`src/include/swwc_defs.svh`:
```
// Offsets, field positions, reset values and timing counts of the sleep and watchdog control.
`ifndef SWWC_DEFS_SVH
`define SWWC_DEFS_SVH
`define SWWC_ADDR_REGULATOR   8'h00
`define SWWC_ADDR_STATUS      8'h01
`define SWWC_ADDR_WATCHDOG    8'h02
`define SWWC_REG_LP_BIT       1
`define SWWC_REG_RSVD_BIT     0
`define SWWC_STAT_TIMEOUT_BIT 4
`define SWWC_STAT_PWRDN_BIT   3
`define SWWC_WD_SWEN_BIT      0
`define SWWC_WD_PS_LSB        1
`define SWWC_WD_PS_MSB        5
`define SWWC_WD_PS_RESET      5'h0B
`define SWWC_WD_PS_MAX        5'h12
`define SWWC_WD_BASE_TICKS    24'h000020
`define SWWC_CLK_HZ           20000000
`define SWWC_CLK_NS           50
`define SWWC_SLOW_HZ          31000
`define SWWC_SLOW_DIV         (`SWWC_CLK_HZ / `SWWC_SLOW_HZ)
`define SWWC_STAB_NS          5000
`define SWWC_STAB_CYC         ((`SWWC_STAB_NS + `SWWC_CLK_NS - 1) / `SWWC_CLK_NS)
`endif

```
`src/include/swwc_pkg.sv`:
```
// Types shared by the sleep, wake and watchdog control.
package swwc_pkg;
	typedef enum logic [2:0] {
		swwc_st_awake = 3'h1,
		swwc_st_sleep = 3'h2,
		swwc_st_stab  = 3'h4
	} swwc_state_t;
	typedef enum logic [1:0] {
		swwc_wd_off   = 2'h0,
		swwc_wd_soft  = 2'h1,
		swwc_wd_awake = 2'h2,
		swwc_wd_on    = 2'h3
	} swwc_wd_mode_t;
	typedef struct packed {
		logic power_on;
		logic brownout_reset;
		logic brownout_enable;
		logic external_reset_pin;
		logic external_reset_enable;
	} swwc_reset_src_t;
	typedef struct packed {
		logic sleep_instr;
		logic watchdog_kick_instruction;
		logic global_interrupt_enable;
	} swwc_cpu_req_t;
	typedef struct packed {
		logic run;
		logic prefetch;
		logic resume;
		logic isr_call;
		logic dev_reset;
	} swwc_cpu_ctl_t;
endpackage

```
`src/design/swwc_top.sv`:
```
// Sleep entry, wake-up, regulator sleep mode and watchdog control.
// Contract
// - Wake on enabled pin reset, brownout, power-on, watchdog, or enabled interrupt.
// - Pin, brownout and power-on wakes reset; watchdog and interrupt wakes resume.
// - Sleep execution prefetches the next instruction.
// - Interrupt wake needs its enable bit, independent of global enable.
// - Wake with global enable clear resumes after sleep, no vector.
// - Wake with global enable set runs next instruction, then vectors.
// - Every wake clears the watchdog counter.
// - Pending enabled interrupt, global enable clear: sleep is a no-op.
// - Interrupt during sleep: complete sleep, wake at once, update flags.
// - Low-power select puts regulator in low power during sleep.
// - Low-power wake inserts stabilisation delay; normal wake is immediate.
// - Peripheral needing normal power overrides low-power sleep.
// - Fast oscillator kept running in sleep when a peripheral requests it.
// - Unregulated variant always sleeps lowest power, no wake delay.
// - Reserved regulator bit reads one; software writes it one.
// - Watchdog expiry without kick resets the device.
// - Watchdog counts slow oscillator ticks; base interval one millisecond.
// - Watchdog period selectable from 1 ms to 256 s.
// - Two-bit mode field selects four watchdog modes.
// - Mode 11 runs the watchdog always, sleep included.
// - Mode 10 runs the watchdog awake only.
// - Mode 01 follows software enable; mode 00 disables.
// - Watchdog expiry in sleep wakes and updates flags, no reset.
//
// Added by the designer: the plain strobed port and the placing of the registers.
`timescale 1ns/1ns
`default_nettype none
`include "swwc_defs.svh"
module swwc_top
	import swwc_pkg::*;
#(
	parameter logic [11:0] SLOW_DIV   = 12'(`SWWC_SLOW_DIV),
	parameter bit          UNREGULATED = 1'b0
) (
	input  wire logic            clock_in,                 // System clock, 20 MHz.
	input  wire logic            rst_b_in,                 // Asynchronous reset, active low.
	input  wire logic [7:0]      addr_in,                  // Register address.
	input  wire logic [7:0]      wdata_in,                 // Register write data.
	input  wire logic            wr_in,                    // Write strobe.
	input  wire logic            rd_in,                    // Read strobe.
	output logic      [7:0]      rdata_out,                // Read data, cycle after strobe.
	input  wire logic [1:0]      watchdog_mode_field_in,   // Watchdog mode configuration.
	input  wire swwc_reset_src_t reset_src_in,             // Reset sources and enables.
	input  wire swwc_cpu_req_t   cpu_req_in,               // Core instruction strobes.
	input  wire logic [7:0]      irq_flag_in,              // Interrupt flags.
	input  wire logic [7:0]      irq_enable_in,            // Interrupt enables.
	input  wire logic            periph_needs_normal_in,   // Peripheral forbids low-power sleep.
	input  wire logic            fast_osc_request_in,      // Peripheral uses the fast oscillator.
	output swwc_cpu_ctl_t        cpu_ctl_out,              // Core clock and sequencing.
	output logic                 regulator_lowpower_out,   // Regulator in low-power state.
	output logic                 fast_osc_keep_out,        // Fast oscillator kept in sleep.
	output logic                 watchdog_running_out      // Watchdog is counting.
);
	localparam logic [6:0] STAB_CYC = 7'(`SWWC_STAB_CYC);

	swwc_state_t   state_q;
	swwc_state_t   state_d;
	swwc_wd_mode_t wd_mode;
	logic [11:0]   div_q;
	logic [22:0]   wd_cnt_q;
	logic [22:0]   wd_last;
	logic [4:0]    wd_ps_q;
	logic [4:0]    wd_ps_eff;
	logic          wd_swen_q;
	logic          reg_lp_sel_q;
	logic          timeout_flag_n_q;
	logic          powerdown_flag_n_q;
	logic [6:0]    stab_cnt_q;
	logic          wake_irq_q;
	logic          run_q;
	logic          prefetch_q;
	logic          resume_q;
	logic          isr_call_q;
	logic          dev_reset_q;
	logic          reg_lp_q;
	logic          fast_keep_q;
	logic          wd_run_q;
	logic [7:0]    rdata_q;
	logic          slow_tick;
	logic          wake_req;
	logic          reset_ev;
	logic          wd_on;
	logic          wd_hit;
	logic          sleep_req;
	logic          sleep_noop;
	logic          sleep_go;
	logic          sleep_wake;
	logic          lp_mode;
	logic          need_stab;
	logic          go_awake;

	assign wake_req = |(irq_flag_in & irq_enable_in);
	assign reset_ev = reset_src_in.power_on
		| (reset_src_in.brownout_reset & reset_src_in.brownout_enable)
		| (reset_src_in.external_reset_pin & reset_src_in.external_reset_enable);
	assign sleep_req = (state_q == swwc_st_awake) & cpu_req_in.sleep_instr & ~reset_ev & ~wd_hit;
	assign sleep_noop = sleep_req & ~cpu_req_in.global_interrupt_enable & wake_req;
	assign sleep_go = sleep_req & ~sleep_noop;
	assign sleep_wake = (state_q == swwc_st_sleep) & ~reset_ev & (wake_req | wd_hit);
	assign lp_mode = UNREGULATED | (reg_lp_sel_q & ~periph_needs_normal_in);
	assign need_stab = ~UNREGULATED & reg_lp_sel_q & ~periph_needs_normal_in;
	assign go_awake = (state_q != swwc_st_awake) & (state_d == swwc_st_awake) & ~reset_ev;

	// Slow oscillator time base; one enable pulse per nominal 31 kHz period.
	assign slow_tick = (div_q == 12'h000);
	always_ff @(posedge clock_in or negedge rst_b_in) begin
		if (!rst_b_in) begin
			div_q <= 12'h000;
		end else if (slow_tick) begin
			div_q <= SLOW_DIV - 12'h001;
		end else begin
			div_q <= div_q - 12'h001;
		end
	end

	// The slow divider is never reset by sleep, so the watchdog keeps its own time base.
	always_comb begin
		wd_mode = swwc_wd_mode_t'(watchdog_mode_field_in);
		case (wd_mode)
			swwc_wd_on:    wd_on = 1'b1;
			swwc_wd_awake: wd_on = (state_q == swwc_st_awake);
			swwc_wd_soft:  wd_on = wd_swen_q;
			swwc_wd_off:   wd_on = 1'b0;
			default:       wd_on = 1'b0;
		endcase
	end

	// Reserved period codes behave as the shortest interval.
	assign wd_ps_eff = (wd_ps_q > `SWWC_WD_PS_MAX) ? 5'h00 : wd_ps_q;
	assign wd_last = 23'((`SWWC_WD_BASE_TICKS << wd_ps_eff) - 24'h000001);
	assign wd_hit = wd_on & slow_tick & (wd_cnt_q == wd_last) & ~reset_ev;

	always_ff @(posedge clock_in or negedge rst_b_in) begin
		if (!rst_b_in) begin
			wd_cnt_q <= 23'h000000;
		end else if (reset_ev || cpu_req_in.watchdog_kick_instruction || !wd_on
				|| sleep_go || sleep_wake || wd_hit) begin
			wd_cnt_q <= 23'h000000;
		end else if (slow_tick) begin
			wd_cnt_q <= wd_cnt_q + 23'h000001;
		end
	end

	always_comb begin
		state_d = state_q;
		case (state_q)
			swwc_st_awake: begin
				if (sleep_go) begin
					state_d = swwc_st_sleep;
				end
			end
			swwc_st_sleep: begin
				if (reset_ev) begin
					state_d = swwc_st_awake;
				end else if (sleep_wake) begin
					state_d = need_stab ? swwc_st_stab : swwc_st_awake;
				end
			end
			swwc_st_stab: begin
				if (reset_ev || stab_cnt_q == 7'h00) begin
					state_d = swwc_st_awake;
				end
			end
			default: state_d = swwc_st_awake;
		endcase
	end

	always_ff @(posedge clock_in or negedge rst_b_in) begin
		if (!rst_b_in) begin
			state_q <= swwc_st_awake;
		end else begin
			state_q <= state_d;
		end
	end

	always_ff @(posedge clock_in or negedge rst_b_in) begin
		if (!rst_b_in) begin
			stab_cnt_q <= 7'h00;
		end else if (sleep_wake) begin
			stab_cnt_q <= STAB_CYC - 7'h01;
		end else if (stab_cnt_q != 7'h00) begin
			stab_cnt_q <= stab_cnt_q - 7'h01;
		end
	end

	// The wake cause is held so the vector decision survives the stabilisation delay.
	always_ff @(posedge clock_in or negedge rst_b_in) begin
		if (!rst_b_in) begin
			wake_irq_q <= 1'b0;
		end else if (sleep_wake) begin
			wake_irq_q <= wake_req;
		end
	end

	// Flags are active low; pin reset leaves them alone.
	always_ff @(posedge clock_in or negedge rst_b_in) begin
		if (!rst_b_in) begin
			timeout_flag_n_q   <= 1'b1;
			powerdown_flag_n_q <= 1'b1;
		end else if (reset_src_in.power_on
				|| (reset_src_in.brownout_reset && reset_src_in.brownout_enable)) begin
			timeout_flag_n_q   <= 1'b1;
			powerdown_flag_n_q <= 1'b1;
		end else if (reset_ev) begin
			timeout_flag_n_q   <= timeout_flag_n_q;
		end else if (wd_hit) begin
			timeout_flag_n_q   <= 1'b0;
		end else if (sleep_go) begin
			timeout_flag_n_q   <= 1'b1;
			powerdown_flag_n_q <= 1'b0;
		end else if (cpu_req_in.watchdog_kick_instruction) begin
			timeout_flag_n_q   <= 1'b1;
			powerdown_flag_n_q <= 1'b1;
		end
	end

	always_ff @(posedge clock_in or negedge rst_b_in) begin
		if (!rst_b_in) begin
			run_q       <= 1'b1;
			prefetch_q  <= 1'b0;
			resume_q    <= 1'b0;
			isr_call_q  <= 1'b0;
			dev_reset_q <= 1'b0;
		end else begin
			run_q       <= (state_d == swwc_st_awake);
			prefetch_q  <= sleep_req;
			resume_q    <= go_awake;
			isr_call_q  <= go_awake & (state_q == swwc_st_stab ? wake_irq_q : wake_req)
				& cpu_req_in.global_interrupt_enable;
			dev_reset_q <= reset_ev | (wd_hit & (state_q == swwc_st_awake));
		end
	end

	always_ff @(posedge clock_in or negedge rst_b_in) begin
		if (!rst_b_in) begin
			reg_lp_q    <= 1'b0;
			fast_keep_q <= 1'b0;
			wd_run_q    <= 1'b0;
		end else begin
			reg_lp_q    <= (state_d == swwc_st_sleep) & lp_mode;
			fast_keep_q <= (state_d == swwc_st_sleep) & fast_osc_request_in;
			wd_run_q    <= wd_on;
		end
	end

	always_ff @(posedge clock_in or negedge rst_b_in) begin
		if (!rst_b_in) begin
			reg_lp_sel_q <= 1'b0;
			wd_ps_q      <= `SWWC_WD_PS_RESET;
			wd_swen_q    <= 1'b0;
		end else if (wr_in) begin
			case (addr_in)
				`SWWC_ADDR_REGULATOR: begin
					reg_lp_sel_q <= wdata_in[`SWWC_REG_LP_BIT] & ~UNREGULATED;
				end
				`SWWC_ADDR_WATCHDOG: begin
					wd_ps_q   <= wdata_in[`SWWC_WD_PS_MSB:`SWWC_WD_PS_LSB];
					wd_swen_q <= wdata_in[`SWWC_WD_SWEN_BIT];
				end
				default: begin
				end
			endcase
		end
	end

	// Unmapped reads return zero; the status flags are read only.
	always_ff @(posedge clock_in or negedge rst_b_in) begin
		if (!rst_b_in) begin
			rdata_q <= 8'h00;
		end else if (rd_in) begin
			rdata_q <= 8'h00;
			case (addr_in)
				`SWWC_ADDR_REGULATOR: begin
					rdata_q[`SWWC_REG_LP_BIT]   <= reg_lp_sel_q;
					rdata_q[`SWWC_REG_RSVD_BIT] <= 1'b1;
				end
				`SWWC_ADDR_STATUS: begin
					rdata_q[`SWWC_STAT_TIMEOUT_BIT] <= timeout_flag_n_q;
					rdata_q[`SWWC_STAT_PWRDN_BIT]   <= powerdown_flag_n_q;
				end
				`SWWC_ADDR_WATCHDOG: begin
					rdata_q[`SWWC_WD_PS_MSB:`SWWC_WD_PS_LSB] <= wd_ps_q;
					rdata_q[`SWWC_WD_SWEN_BIT]               <= wd_swen_q;
				end
				default: begin
				end
			endcase
		end
	end

	assign rdata_out              = rdata_q;
	assign cpu_ctl_out            = {run_q, prefetch_q, resume_q, isr_call_q, dev_reset_q};
	assign regulator_lowpower_out = reg_lp_q;
	assign fast_osc_keep_out      = fast_keep_q;
	assign watchdog_running_out   = wd_run_q;
endmodule
`default_nettype wire

```
`config.mk`:
```
export PLATFORM = sky130hd
export DESIGN_NAME = swwc_top
export DESIGN_NICKNAME = d
export VERILOG_FILES = /design/src/include/swwc_pkg.sv /design/src/design/swwc_top.sv
export VERILOG_INCLUDE_DIRS = /design/src /design/src/include
export SDC_FILE = /design/constraint.sdc
export NUM_CORES = 1
export LEC_CHECK = 0
export BUFFER_PORTS_ARGS = -buffer_cell sky130_fd_sc_hd__buf_4
export CORE_MARGIN = 5
export CORE_UTILIZATION = 50
export CTS_BUF_LIST = sky130_fd_sc_hd__clkbuf_8
export CTS_CLUSTER_SIZE = 8
export DETAILED_ROUTE_END_ITERATION = 6
export HOLD_SLACK_MARGIN = 0.1
export PLACE_DENSITY = 0.68
export SLEW_MARGIN = 20
export SYNTH_ARGS = -nofsm -noshare
export SYNTH_HDL_FRONTEND = slang
export SYNTH_SLANG_ARGS = --single-unit
```
`constraint.sdc`:
```
create_clock -name clock_in -period 5.79 [get_ports clock_in]
set_input_delay 0.579 -clock clock_in [delete_from_list [all_inputs] [get_ports clock_in]]
set_output_delay 0.579 -clock clock_in [all_outputs]
set_load 0.02 [all_outputs]
```
; ---- Yosys cells after proc, flatten, opt, wreduce, memory -nomap -nowiden
; Index checks and enable logic that the tools add are counted.
[classes]
magnitude_cmp = 1
n_shift = 1
mux = 27
bitwise_logic = 31
reduce_logical = 23
n_eq_ne = 14
add_sub_neg = 4
[op_table]
columns = operator, n
row1 = $mux W23, 2
row2 = $add A23 B1 Y23 const B, 1
row3 = $eq A23 B23 Y1, 1
row4 = $shl A6 B5 Y23 const A, 1
row5 = $sub A23 B1 Y23 const B, 1
row6 = $and A1 B1 Y1, 21
row7 = $mux W3, 5
row8 = $mux W7, 2
row9 = $logic_not A12 Y1, 1
row10 = $mux W1, 12
row11 = $mux W12, 1
row12 = $sub A12 B1 Y12 const B, 1
row13 = $pmux W3 S3, 1
row14 = $and A8 B8 Y8, 1
row15 = $eq A8 B1 Y1 const B, 1
row16 = $eq A8 B2 Y1 const B, 1
row17 = $logic_not A8 Y1, 1
row18 = $pmux W2 S2, 2
row19 = $reduce_or A8 Y1, 1
row20 = $logic_not A7 Y1, 1
row21 = $logic_or A1 B1 Y1, 7
row22 = $reduce_bool A7 Y1, 1
row23 = $sub A7 B1 Y7 const B, 1
row24 = $eq A3 B1 Y1 const B, 2
row25 = other kinds (19), 32
[totals]
word_cells = 120
in_bits = 48
out_inout_bits = 16
ff_bits = 69

; ---- Depth between registers and ports, before layout
; Gate-level depths: netlist of run 1.
[depth]
depth_word = 20
mapped_depth = 15
depth_no_buf = 11

; ---- Worst setup path before layout of run 1
; No wires, ideal clock.
[synth_path]
path_type = register to register
startpoint = reg wd_ps_q[3]
endpoint = reg wd_cnt_q[15]
synth_period_minus_slack_ns = 3.066
setup_slack_ns = 2.724
n_path_buf = 4
setup_ns = 0.142
required_time_ns = 5.648
arrival_time_ns = 2.923
path_stages_with_launch = 15
path_cell_list = dfstp_2 -> clkbuf_1 -> nor3_2 -> a22o_1 -> inv_1 -> ha_1 -> clkbuf_1 -> inv_1 -> a221o_1 -> o31a_1 -> nor4b_2 -> a21o_1 -> buf_6 -> buf_12 -> nor3_2
[synth_between]
elab_chain_len = 17
elab_cells_between_ends = 20
classes_between = add/sub (1) / order compare (1) / eq/ne (1) / shift (1) / mux (2) / bitwise (10) / reduce/logical (4)
[synth_rtl]
columns = item, line
row1 = start: declaration, swwc_top.sv:64  ; logic [4:0] wd_ps_q;
row2 = start signal: assignment, swwc_top.sv:251  ; wd_ps_q <= `SWWC_WD_PS_RESET;
row3 = start signal: assignment, swwc_top.sv:259  ; wd_ps_q <= wdata_in[`SWWC_WD_PS_MSB:`SWWC_WD_PS_LSB];
row4 = $gt A5 B5 Y1 (no line), --
row5 = $mux W5 (*), swwc_top.sv:131  ; assign wd_ps_eff = (wd_ps_q > `SWWC_WD_PS_MAX) ? 5'h00 : wd_ps_q;
row6 = $shl A6 B5 Y23 (no line) (*), --
row7 = $sub A23 B1 Y23 (*), swwc_top.sv:132  ; assign wd_last = 23'((`SWWC_WD_BASE_TICKS << wd_ps_eff) - 24'h000001);
row8 = $eq A23 B23 Y1 (*), swwc_top.sv:133  ; assign wd_hit = wd_on & slow_tick & (wd_cnt_q == wd_last) & ~reset_ev;
row9 = $and A1 B1 Y1 (*) (2 in a row), swwc_top.sv:133
row10 = $not A1 Y1, swwc_top.sv:98  ; assign sleep_req = (state_q == swwc_st_awake) & cpu_req_in.sleep_instr & ~reset_ev & ~wd_hit;
row11 = $and A1 B1 Y1, swwc_top.sv:98
row12 = $and A1 B1 Y1 (2 in a row), swwc_top.sv:99  ; assign sleep_noop = sleep_req & ~cpu_req_in.global_interrupt_enable & wake_req;
row13 = $not A1 Y1, swwc_top.sv:100  ; assign sleep_go = sleep_req & ~sleep_noop;
row14 = $and A1 B1 Y1, swwc_top.sv:100
row15 = $logic_or A1 B1 Y1 (2 in a row), swwc_top.sv:139  ; || sleep_go || sleep_wake || wd_hit) begin
row16 = $logic_or A1 B1 Y1 (*), swwc_top.sv:139
row17 = $mux W23 or $reduce_bool A2 Y1 (tied branches), --
row18 = end signal: assignment, swwc_top.sv:142  ; wd_cnt_q <= wd_cnt_q + 23'h000001;
row19 = end: declaration, swwc_top.sv:62  ; logic [22:0] wd_cnt_q;
; Mark *: on every way between the ends. The rest lies on a longest branch, timed or not.
; A chain may end at the register's enable or synchronous reset.

; ---- Worst setup path after layout of run 1
[layout_path]
startpoint = reg wd_ps_q[2]
endpoint = reg wd_cnt_q[6]
; Same word-level chain as after synthesis.

==> results.md, run 1 <==
- Status: finished clean
- Commonest non-fill, non-tap cell in the layout: dfrtp_1
- Initial antenna violation count: 0
- First-pass GRT wire length: 17,000 µm
- Fin Setup TNS: 0 ns
- Crit path cell chain: nor3_2, a22o_1, inv_1, ha_1, nor4b_1, o21ai_0, nand2_1, xnor2_1, nor4_4, a21o_1, buf_4, nor3_1
- Crit-path leading delay family: simple AND/OR/NAND/NOR gates
- Prevailing post-synth register cell: dfrtp_1
- GRT Max-Usage Layer: met2
- Fin nets: 583
- Required time worst endpoint: 5.99 ns
- Post-synthesis cell count: 492
- Worst r2r src: wd_ps_q[2]
- Core area: 0.00872 mm²
- Die W: 105 µm
- CTS max path bufs: 2
- Clock root cell: clkbuf_8
- Worst R2R Path Depth: 12
- WL/cell: 15.2 µm
- Ys Warns: 0
- Post-Route WL: 9750 µm
- Critical path capture point type: flip-flop
- Met3 Use GR: 0.0304
- #FFs+latches synth: 69
- RSZ-0062 raised after global routing: false
- Worst Setup Path Type: reg2reg
- Min-Delay Path Class: in2async
- Inst Count DP: 628
- Fin crit share: 0.670
- Cell variety after synth: 70
- Relative slew slack: 0.433
- Most frequent cells in the layout: 62 x dfrtp_1, 61 x buf_4, 54 x nand2_1
- Post-Layout Cell Count: 643
- Fmax: 258 MHz
- Finished Core Util: 0.578
- Final setup skew: 0.0122 ns
- DRT Pass-1 Iters: 4
- Number of CTS-inserted buffers: 9
- Total of max-cap violations: 0
- CP Buf/Inv Count: 2
- Pwr dens: 230 mW/mm²
- Cell area after placement: 0.00485 mm²
- Post-CTS resize count: 0
- Post-synth EDFFs: 0
- Largest net degree at the start of global routing: 70
- CP peak stage delay: 0.67 ns
- Syn avg cell area: 9.08 µm²
- Area Overhead vs Synth: 13.0%
- Leak pwr: 2.11 nW
- Rows: 34
- Met1 usage: 0.243
- Final instance area: 0.00504 mm²
- Worst reg2reg setup slack: 1.91 ns
- Worst-Margin Slew: 0.850 ns
- Final Total Pwr: 1.16 mW
- Final min period: 3.88 ns
- Final hold vios: 0
- Gpl congestion: 0.867
- Antenna diodes: 0
- Max stage delay cell, worst path: dfrtp_1
- Top Ports: 64
- CTS clock-pin slew for the worst setup and hold paths: 0.08 ns
- Die area: 0.0109 mm²
- Routed Antenna Nets: 0
- GRT overflow: 0
- # setup viols final: 0
- # hold bufs at CTS: 0
- Peak VDD IR: 0.138 mV
- Detailed Place HPWL: 6990 µm
- Vias in the first global route: 3,606
- Via count: 3,653
- Slew Viols, Final: 0
- Area of the mapped netlist: 0.00447 mm²
- M2 GR Usage: 0.309
- Post-DR vias/cell: 5.68
- IO buf count: 59
- Htree depth: 3
- TritonCTS clock tree: done
- GRT Util Overall: 0.185
- Layout cells sized above 1: 0.228
- Async SR Flop Fraction: 1.00
- Sink Count: 69
- 1st-iter DRT viols: 241
- WP data arrival: 4.08 ns
- Max FO, Critical Path: 27
- Register area share after synthesis: 0.389
- DR DRC count: 0
- Die Span Y: 105 µm
- RR Endpoint: wd_cnt_q[6]
- Critical path launch point type: flip-flop
- Post-CTS Setup Bufs: 0
- Clk Latency, worst-skew pair: 0.35 ns
- Initial Util: 0.512
==> registers in the layout, indices dropped and copies added, names as in the netlist, 3 cells and up <==
name,cells
div_q,12
rdata_out,6
stab_cnt_q,7
state_q,3
wd_cnt_q,23
wd_ps_q,5
==> cell type report <==
type / instances / area, µm²
Clock buffer: 9 / 124
Clock inverter: 6 / 65.1
Multi-Input combinational cell: 372 / 2460
Sequential cell: 69 / 1740
Tap cell: 108 / 135
Fill cell: 772 / 3680
Inverter: 18 / 67.6
Timing Repair Buffer: 61 / 458
==> worst max-delay path by stage <==
stage / start / to / cells past startpoint
final: wd_ps_q[2] / wd_cnt_q[6] / 12
after global routing: wd_ps_q[2] / wd_cnt_q[2] / 12
after CTS: wd_ps_q[2] / wd_cnt_q[6] / 12
after detailed placement: wd_ps_q[2] / wd_cnt_q[2] / 12
after global placement: wd_ps_q[2] / wd_cnt_q[2] / 12
after floorplan: wd_ps_q[3] / wd_cnt_q[15] / 14
==> per-layer routing <==
layer	vias to the layer above	wire (µm)
li1	1808	-
met1	1735	4390
met2	98	4750
met3	12	489
met4	0	129
met5	-	0
==> Yosys cell counts (7+ instances only) <==
cell type | instances | area share
dfrtp_1 | 62 | 0.35
nand2_1 | 54 | 0.045
nor2_1 | 40 | 0.034
o21ai_0 | 21 | 0.024
xnor2_1 | 20 | 0.039
nor3_2 | 19 | 0.043
xor2_1 | 19 | 0.037
inv_1 | 18 | 0.015
nand3_1 | 17 | 0.019
a21oi_1 | 15 | 0.017
nor3_1 | 14 | 0.016
clkbuf_1 | 13 | 0.011
mux2_2 | 11 | 0.028
and3_1 | 9 | 0.013
and2_1 | 8 | 0.011
buf_4 | 8 | 0.013
nand2b_1 | 8 | 0.011
nor2b_1 | 8 | 0.011
buf_2 | 7 | 0.0078
dfstp_2 | 7 | 0.041
nor3b_1 | 7 | 0.012
==> logic make-up (layout without fill, tap and decap cells) <==
family | count (synthesis) | after routing | share of synthesized area
simple gates | 224 | 224 | 0.288
compound gates | 88 | 88 | 0.134
flops | 69 | 69 | 0.389
buf+inv | 52 | 94 | 0.0616
xor+xnor | 40 | 40 | 0.0815
mux | 14 | 14 | 0.0345
fa+ha+maj | 4 | 4 | 0.0112
other cells | 1 | 2 | 0.000840
==> where the power goes <==
group / switching (mW) / internal, mW / total (mW)
clock network: 0.184 / 0.196 / 0.381
registers: 0.0351 / 0.515 / 0.550
logic: 0.119 / 0.110 / 0.229
==> stage by stage <==
stage               hold slack [ns]  worst slack (ns)
global route                  0.405              1.55
finish                        0.327              1.91
detailed placement            0.448              1.93
global placement              0.441              2.00
floorplan                     0.283              2.72
CTS                           0.364              1.90
Power figures use the tool's default switching activity.
==> inputs of run 2 (changes only) <==
--- a/config.mk
+++ b/config.mk
@@ -6,6 +6,7 @@
 export SDC_FILE = /design/constraint.sdc
 export NUM_CORES = 1
 export LEC_CHECK = 0
+export ABC_AREA = 1
 export BUFFER_PORTS_ARGS = -buffer_cell sky130_fd_sc_hd__buf_4
 export CORE_MARGIN = 5
 export CORE_UTILIZATION = 50
@@ -13,7 +14,7 @@
 export CTS_CLUSTER_SIZE = 8
 export DETAILED_ROUTE_END_ITERATION = 6
 export HOLD_SLACK_MARGIN = 0.1
-export PLACE_DENSITY = 0.68
+export PLACE_DENSITY = 0.71
 export SLEW_MARGIN = 20
 export SYNTH_ARGS = -nofsm -noshare
 export SYNTH_HDL_FRONTEND = slang
==> constraint.sdc (replaced) <==
create_clock -name clock_in -period 3.2 [get_ports clock_in]
set_input_delay 0.32 -clock clock_in [delete_from_list [all_inputs] [get_ports clock_in]]
set_output_delay 0.32 -clock clock_in [all_outputs]
set_load 0.02 [all_outputs]
==> run 2 against run 1 <==
The flow now finishes with violations (negative setup slack). Die area up 5.0%. First-iteration DRC count up 33%. Design area up 17%. Core utilization up 6.3 points. Critical path type unchanged. Count of clock-buffer cells in the layout up 1. Flip-flop and latch count unchanged. Area after synthesis up 5.5%. Highest routed layer unchanged. Synthesized cell count up 34%. Clock power up 130%. Cell count up 34%. Global-route usage up 3.4 points. Clock skew up 0.0032 ns.
==> results.md, run 2 <==
- Sink Count: 69 (unchanged)
- Number of CTS-inserted buffers: 9 (unchanged)
- TritonCTS clock tree: done
- Peak VDD IR: 0.322 mV (+130%)
- Yosys top cell by area: dfrtp_1
- Cell area after placement: 0.00535 mm² (+10%)
- IO buf count: 59 (unchanged)
- GRT overflow: 0 (unchanged)
- Switching part of the total: 0.281 (-0.0111)
- Post-synthesis cell count: 660 (+34%)
- Required time worst endpoint: 3.42 ns (-2.57 ns)
- Gpl congestion: 0.941 (+8.6%)
- First-pass GRT wire length: 20,400 µm (+20%)
- Ys Warns: 0 (unchanged)
- RSZ-0062 raised after global routing: true
- Commonest non-fill, non-tap cell in the layout: nand2_1
- Final min period: 3.22 ns (-0.660 ns)
- Layout cells sized above 1: 0.250 (+0.0216)
- Final setup skew: 0.0154 ns (+0.00319 ns)
- Routed Antenna Nets: 0 (unchanged)
- GRT Util Overall: 0.220 (+0.0343)
- Flip-flop count of the largest register after layout: 23 (unchanged)
- #FFs+latches synth: 69 (unchanged)
- Die area: 0.0115 mm² (+5.0%)
- Pwr dens: 396 mW/mm² (+72%)
- Post-Route WL: 12,700 µm (+30%)
- Total of max-cap violations: 0 (unchanged)
- Worst-Margin Slew: 0.868 ns (+0.0182 ns)
- CTS max path bufs: 2 (unchanged)
- Clock root cell: clkbuf_8
- Worst R2R Path Depth: 24 (+12)
- Clk pwr share: 0.379 (+0.051)
- Via count: 4,728 (+29%)
- Vias in the first global route: 4,403 (+22%)
- DRT Pass-1 Iters: 6 (+2)
- Fin nets: 800 (+37%)
- Antenna diodes: 0 (unchanged)
- # hold bufs at CTS: 0 (unchanged)
- WP data arrival: 3.44 ns (-0.64 ns)
- RR Endpoint: wd_cnt_q[16]
- Commonest cells post-synth: 137 x nand2_1, 89 x nor2_1, 83 x inv_1, 62 x dfrtp_1, 53 x nand3_1
- Ranking of synthesized cells by area: dfrtp_1 33%, nand2_1 11%, nor2_1 7.1%
- Core area: 0.00920 mm² (+5.5%)
- Die W: 107 µm (+2.5%)
- Critical path launch point type: flip-flop
- Htree depth: 3 (unchanged)
- Syn avg cell area: 7.14 µm² (-21%)
- Top Ports: 64 (unchanged)
- Pint: 1.68 mW (+100%)
- Worst reg2reg setup slack: -0.02 ns (-1.93 ns)
- Worst r2r src: wd_ps_q[1]
- Gate power share: 0.204 (+0.007)
- Failing checks: negative setup slack
- FILL cells: 807 (+4.5%)
- NetSw: 0.655 mW (+94%)
- Max FO, Critical Path: 6 (-78%)
- Fmax: 311 MHz (+21%)
- Area Overhead vs Synth: 25.3%
- Die Span Y: 107 µm (+2.5%)
- DR DRC count: 0 (unchanged)
- Initial Util: 0.512 (about the same)
- Prevailing post-synth register cell: dfrtp_1
- Area of the mapped netlist: 0.00471 mm² (+5.5%)
- Leak pwr: 2.80 nW (+33%)
- Rows: 35 (+2.9%)
- Initial antenna violation count: 0 (unchanged)
- Final Total Pwr: 2.33 mW (+100%)
- Top Registers: wd_cnt_q x23, div_q x12, stab_cnt_q x7
- Largest net degree at the start of global routing: 70 (unchanged)
- Post-DR vias/cell: 5.47 (-3.7%)
- CTS clock-pin slew for the worst setup and hold paths: 0.08 ns (about the same)
- WL/cell: 14.7 µm (-3.3%)
- Relative slew slack: 0.421 (-0.0121)
- 1st-iter DRT viols: 321 (+33%)
- Min-Delay Path Class: in2async
- Post-synth EDFFs: 0 (unchanged)
- Worst Setup Path Type: reg2reg
- Cell variety after synth: 47 (-33%)
- Clk Latency, worst-skew pair: 0.34 ns (about the same)
- Register area share after synthesis: 0.368 (-0.0203)
- Status: complete, but fails checks
- Slew Viols, Final: 0 (unchanged)
- Synth top area share: 0.329 (-0.0182)
- Fin crit share: 1.01 (+0.336)
- Critical path capture point type: flip-flop
- # setup viols final: 3 (+3)
- Async SR Flop Fraction: 1.00 (unchanged)
- Most frequent cells in the layout: 133 x nand2_1, 92 x buf_4, 85 x nor2_1
- Final hold vios: 0 (unchanged)
- Largest Register: wd_cnt_q
- Final instance area: 0.00590 mm² (+17%)
- Most frequent cell after synthesis: nand2_1
- Detailed Place HPWL: 9410 µm (+35%)
- Setup ws final: -0.0196 ns (-1.93 ns)
- Flop pwr share: 0.417 (-0.058)
## run 2: changes by cell type in the layout (fill, tap and decap cells not counted), moves of 16 or more
cell     change
inv_1       +65
nor3_2      -16
nand2_1     +79
nand4_1     +24
nand3_1     +27
nor2_1      +45
buf_4       +31
## run 2: worst max-delay path by stage
| stage | to | slack [ns] | from |
|---|---|---|---|
| after floorplan | wd_cnt_q[11] | 0.07 | wd_ps_q[1] |
| after global placement | wd_cnt_q[0] | -0.04 | wd_ps_q[1] |
| after detailed placement | wd_cnt_q[9] | -0.11 | wd_ps_q[1] |
| after CTS | wd_cnt_q[15] | 0.008 | wd_ps_q[1] |
| after global routing | wd_cnt_q[16] | -0.18 | wd_ps_q[2] |
| final | wd_cnt_q[16] | -0.02 | wd_ps_q[1] |
## run 2: logic make-up after synthesis
| group | after synthesis | synth area share |
|---|---|---|
| other | 1 | 0.000796 |
| AO/OA/AOI/OAI | 59 | 0.0765 |
| flip-flops | 69 | 0.368 |
| adder cells (fa/ha/maj) | 4 | 0.0106 |
| multiplexers | 1 | 0.00239 |
| XOR/XNOR | 36 | 0.0669 |
| AND/OR/NAND/NOR | 379 | 0.372 |
| buffers and inverters | 111 | 0.102 |
## run 2: area by class of cell
type	instances	area, µm²	share of cell area
Clock buffer	10	138	0.0233
Clock inverter	6	110	0.0187
Inverter	90	350	0.0593
Multi-Input combinational cell	481	2660	0.451
Sequential cell	69	1740	0.294
Tap cell	111	139	0.0235
Timing Repair Buffer	97	768	0.130
## run 2: routing by layer
layer | share of wire | GRT usage
met3 | 0.049 | 0.0367
met4 | 0.019 | 0.0731
met5 | 0 | 0
met2 | 0.52 | 0.377
met1 | 0.41 | 0.280
## run 2: metrics by stage
step                      TNS (ns)  hold slack [ns]   util  setup slack, ns  std cells
after CTS                        0            0.121  0.612          0.00813        851
after detailed placement     -1.43            0.418  0.581           -0.112        834
after global placement      -0.227            0.414  0.581          -0.0356        834
final                      -0.0441           0.0926  0.642          -0.0196        864
after floorplan                  0           0.0244      -           0.0668        661
after global routing         -2.70            0.126  0.642           -0.177        864
## run 2: timing repair
| action | 4_1_cts | 5_1_grt |
|---|---|---|
| pin swaps | 3 | 22 |
| setup buffers | 1 | 14 |
| gates resized for setup | 5 | 38 |
| endpoints found under the setup margin | 24 | 35 |
## run 2: power groups by stage
stage	sequential, mW	clock (mW)	combinational (mW)
3_3_place_gp	0.988	0	0.427
5_1_grt	0.983	0.947	0.526
3_5_place_dp	0.990	0	0.440
6_report	0.974	0.885	0.475
2_1_floorplan	0.986	0	0.293
4_1_cts	0.974	0.899	0.449
## run 2: critical path: stages (launching register included)
cell     delay, ns
dfstp_2       0.54
nand2_2       0.06
nand2_2       0.08
nand2_4       0.06
buf_12        0.13
buf_4         0.14
buf_4         0.14
o21ai_2       0.11
nand3_2       0.19
nand2_1       0.16
inv_1         0.06
nand2_2       0.11
nand2_1       0.06
nand2_1       0.12
nand2_1       0.08
nor3_2        0.18
nand3_2       0.16
nand2_2       0.11
nand2_2       0.06
nand2_2       0.10
nor2_4        0.04
buf_12        0.14
buf_8         0.13
nand3_2       0.05
nand2_1       0.07
==> inputs of run 3 (changes only) <==
--- a/config.mk
+++ b/config.mk
@@ -9,12 +9,12 @@
 export ABC_AREA = 1
 export BUFFER_PORTS_ARGS = -buffer_cell sky130_fd_sc_hd__buf_4
 export CORE_MARGIN = 5
-export CORE_UTILIZATION = 50
+export CORE_UTILIZATION = 54
 export CTS_BUF_LIST = sky130_fd_sc_hd__clkbuf_8
 export CTS_CLUSTER_SIZE = 8
 export DETAILED_ROUTE_END_ITERATION = 6
 export HOLD_SLACK_MARGIN = 0.1
-export PLACE_DENSITY = 0.71
+export PLACE_DENSITY = 0.76
 export SLEW_MARGIN = 20
 export SYNTH_ARGS = -nofsm -noshare
 export SYNTH_HDL_FRONTEND = slang
==> run 3 against run 2 <==
The run now ends clean. First-iteration DRC count shrank 6.9%. Worst hold slack got worse by 0.022 ns. Routed wire length is 4.5% lower. Flip-flop and latch count unchanged. Maximum frequency increased by 4.8%. Combinational power shrank 4.8%. Sequential power barely moved. Critical path depth down 4. Highest routed layer unchanged.
==> results.md, run 3 (synthesized netlist as in run 2, its figures left out) <==
- Max layer used: met4
- Leak pwr: 2.73 nW (-2.6%)
- Die Span Y: 103 µm (-3.4%)
- Worst R2R Path Depth: 20 (-17%)
- Final setup skew: 0.0108 ns (-0.00458 ns)
- Top Ports: 64 (unchanged)
- Final min period: 3.07 ns (-0.148 ns)
- Critical path capture point type: flip-flop
- Fin nets: 790 (-1.3%)
- Commonest non-fill, non-tap cell in the layout: nand2_1
- CP peak stage delay: 0.54 ns (about the same)
- Antenna diodes: 0 (unchanged)
- Pwr dens: 392 mW/mm² (-1.0%)
- Wire length on met1: 5310 µm (+0.97%)
- DRT Pass-1 Iters: 5 (-1)
- Area Overhead vs Synth: 20.6%
- Final Total Pwr: 2.23 mW (-4.7%)
- Clock root cell: clkbuf_8
- Die area: 0.0107 mm² (-6.7%)
- Met3 wire length: 666 µm (+7.9%)
- Post-Layout Cell Count: 851 (-1.5%)
- DR DRC count: 0 (unchanged)
- Fmax: 326 MHz (+4.8%)
- Max FO, Critical Path: 9 (+3)
- Inst Count DP: 828 (-0.72%)
- # setup viols final: 0 (-3)
- Routed Antenna Nets: 0 (unchanged)
- WL met2: 5920 µm (-9.7%)
- GRT overflow: 0 (unchanged)
- Sink Count: 69 (unchanged)
- GRT Util Overall: 0.238 (+0.0185)
- Htree depth: 3 (unchanged)
- Min-Delay Path Class: in2async
- Required time worst endpoint: 3.49 ns (+0.07 ns)
- Crit path cell chain: buf_4, nand3_1, nor2_4, nand2_4, ha_4, xnor2_1, nor2_1, nand3_1, nor2_1, nand4_1, nor2_1, nand3_1, nor2_1, nand3_1, nand3_2, nand2_2, nor2_4, buf_4, nand3_1, nand2_1
- CTS max path bufs: 2 (unchanged)
- Layout cells sized above 1: 0.219 (-0.0303)
- Final hold vios: 0 (unchanged)
- Number of CTS-inserted buffers: 9 (unchanged)
- Worst reg2reg setup slack: 0.13 ns (+0.15 ns)
- RSZ-0062 raised after global routing: true
- Core area: 0.00859 mm² (-6.6%)
- TritonCTS clock tree: done
- Largest net degree at the start of global routing: 70 (unchanged)
- Worst Setup Path Type: reg2reg
- Die W: 103 µm (-3.4%)
- IO buf count: 59 (unchanged)
- Post-DR vias/cell: 5.33 (-2.6%)
- WL/cell: 14.2 µm (-3.1%)
- First-pass GRT wire length: 19,800 µm (-3.0%)
- Largest Register: wd_cnt_q
- Max stage delay cell, worst path: dfstp_2
- FILL cells: 760 (-5.8%)
- Initial Util: 0.548 (+0.0360)
- Status: finished clean
- CTS clock-pin slew for the worst setup and hold paths: 0.08 ns (about the same)
- RR Endpoint: wd_cnt_q[20]
- Most frequent cells in the layout: 133 x nand2_1, 87 x nor2_1, 86 x buf_4
- Slew Viols, Final: 0 (unchanged)
- Gpl congestion: 0.954 (+1.4%)
- Via count: 4,536 (-4.1%)
- Clk Latency, worst-skew pair: 0.35 ns (about the same)
- Initial antenna violation count: 0 (unchanged)
- Vias in the first global route: 4,111 (-6.6%)
- Detailed Place HPWL: 9390 µm (-0.23%)
- Top Registers: wd_cnt_q x23, div_q x12, stab_cnt_q x7
- WP data arrival: 3.36 ns (-0.08 ns)
- Flip-flop count of the largest register after layout: 23 (unchanged)
- Total of max-cap violations: 0 (unchanged)
- Peak VDD IR: 0.178 mV (-45%)
- Post-Route WL: 12,100 µm (-4.5%)
- Relative slew slack: 0.443 (+0.0214)
- Fin crit share: 0.960 (-0.0462)
- Rows: 34 (-2.9%)
- Critical path launch point type: flip-flop
- Worst-Margin Slew: 0.836 ns (-0.0321 ns)
- 1st-iter DRT viols: 299 (-6.9%)
- Worst r2r src: wd_ps_q[0]
- Critical path's most frequent cell: nand3_1
[run 3: worst max-delay path by stage]
stage | from | endpoint | slack, ns
2_1_floorplan | wd_ps_q[1] | wd_cnt_q[11] | 0.07
3_3_place_gp | wd_ps_q[1] | wd_cnt_q[0] | 0.05
3_5_place_dp | wd_ps_q[3] | wd_cnt_q[7] | -0.05
4_1_cts | wd_ps_q[3] | wd_cnt_q[19] | 0.008
5_1_grt | wd_ps_q[1] | wd_cnt_q[9] | -0.11
6_report | wd_ps_q[0] | wd_cnt_q[20] | 0.13
[run 3: critical path: cells and delay by family, from the launching register on]
family	cells	cell delay, ns
adder cells (fa/ha/maj)	1	0.22
AND/OR/NAND/NOR	16	1.82
flip-flops	1	0.54
buffers and inverters	2	0.33
XOR/XNOR	1	0.11
[run 3: repair_timing]
action                     4_1_cts  5_1_grt
setup endpoints to repair       22       39
resized for setup                2       23
buffers inserted                 0        7
hold buffers                     0        0
pin swaps                        2       10
[run 3: final cells by class]
| cell class | instances | area (µm²) | share of cell area |
|---|---|---|---|
| clock buffers | 9 | 124 | 0.0218 |
| flip-flops and latches | 69 | 1740 | 0.305 |
| well taps | 108 | 135 | 0.0238 |
| clock inverters | 7 | 98.8 | 0.0174 |
| repair buffers | 87 | 657 | 0.116 |
| multi-input cells | 481 | 2580 | 0.455 |
| inverters | 90 | 350 | 0.0616 |
[run 3: power by group]
group	total, mW	internal (mW)	switching, mW
clock network	0.796	0.443	0.354
logic	0.452	0.195	0.257
registers	0.977	0.932	0.0445
[run 3: stage by stage]
stage / setup TNS (ns) / setup slack, ns / hold WS, ns / util / area [µm²]
3_5_place_dp: -0.533 / -0.0514 / 0.426 / 0.618 / 5310
5_1_grt: -1.09 / -0.111 / 0.117 / 0.661 / 5680
6_report: 0 / 0.128 / 0.0701 / 0.661 / 5680
3_3_place_gp: 0 / 0.0547 / 0.416 / 0.618 / 5310
4_1_cts: 0 / 0.00762 / 0.106 / 0.644 / 5540
2_1_floorplan: 0 / 0.0668 / 0.0244 / - / 4720
[run 3: routing by layer]
| layer | global-route usage | vias up |
|---|---|---|
| met4 | 0.0657 | 0 |
| met5 | 0 | - |
| li1 | - | 2291 |
| met2 | 0.385 | 118 |
| met1 | 0.332 | 2111 |
| met3 | 0.0389 | 16 |
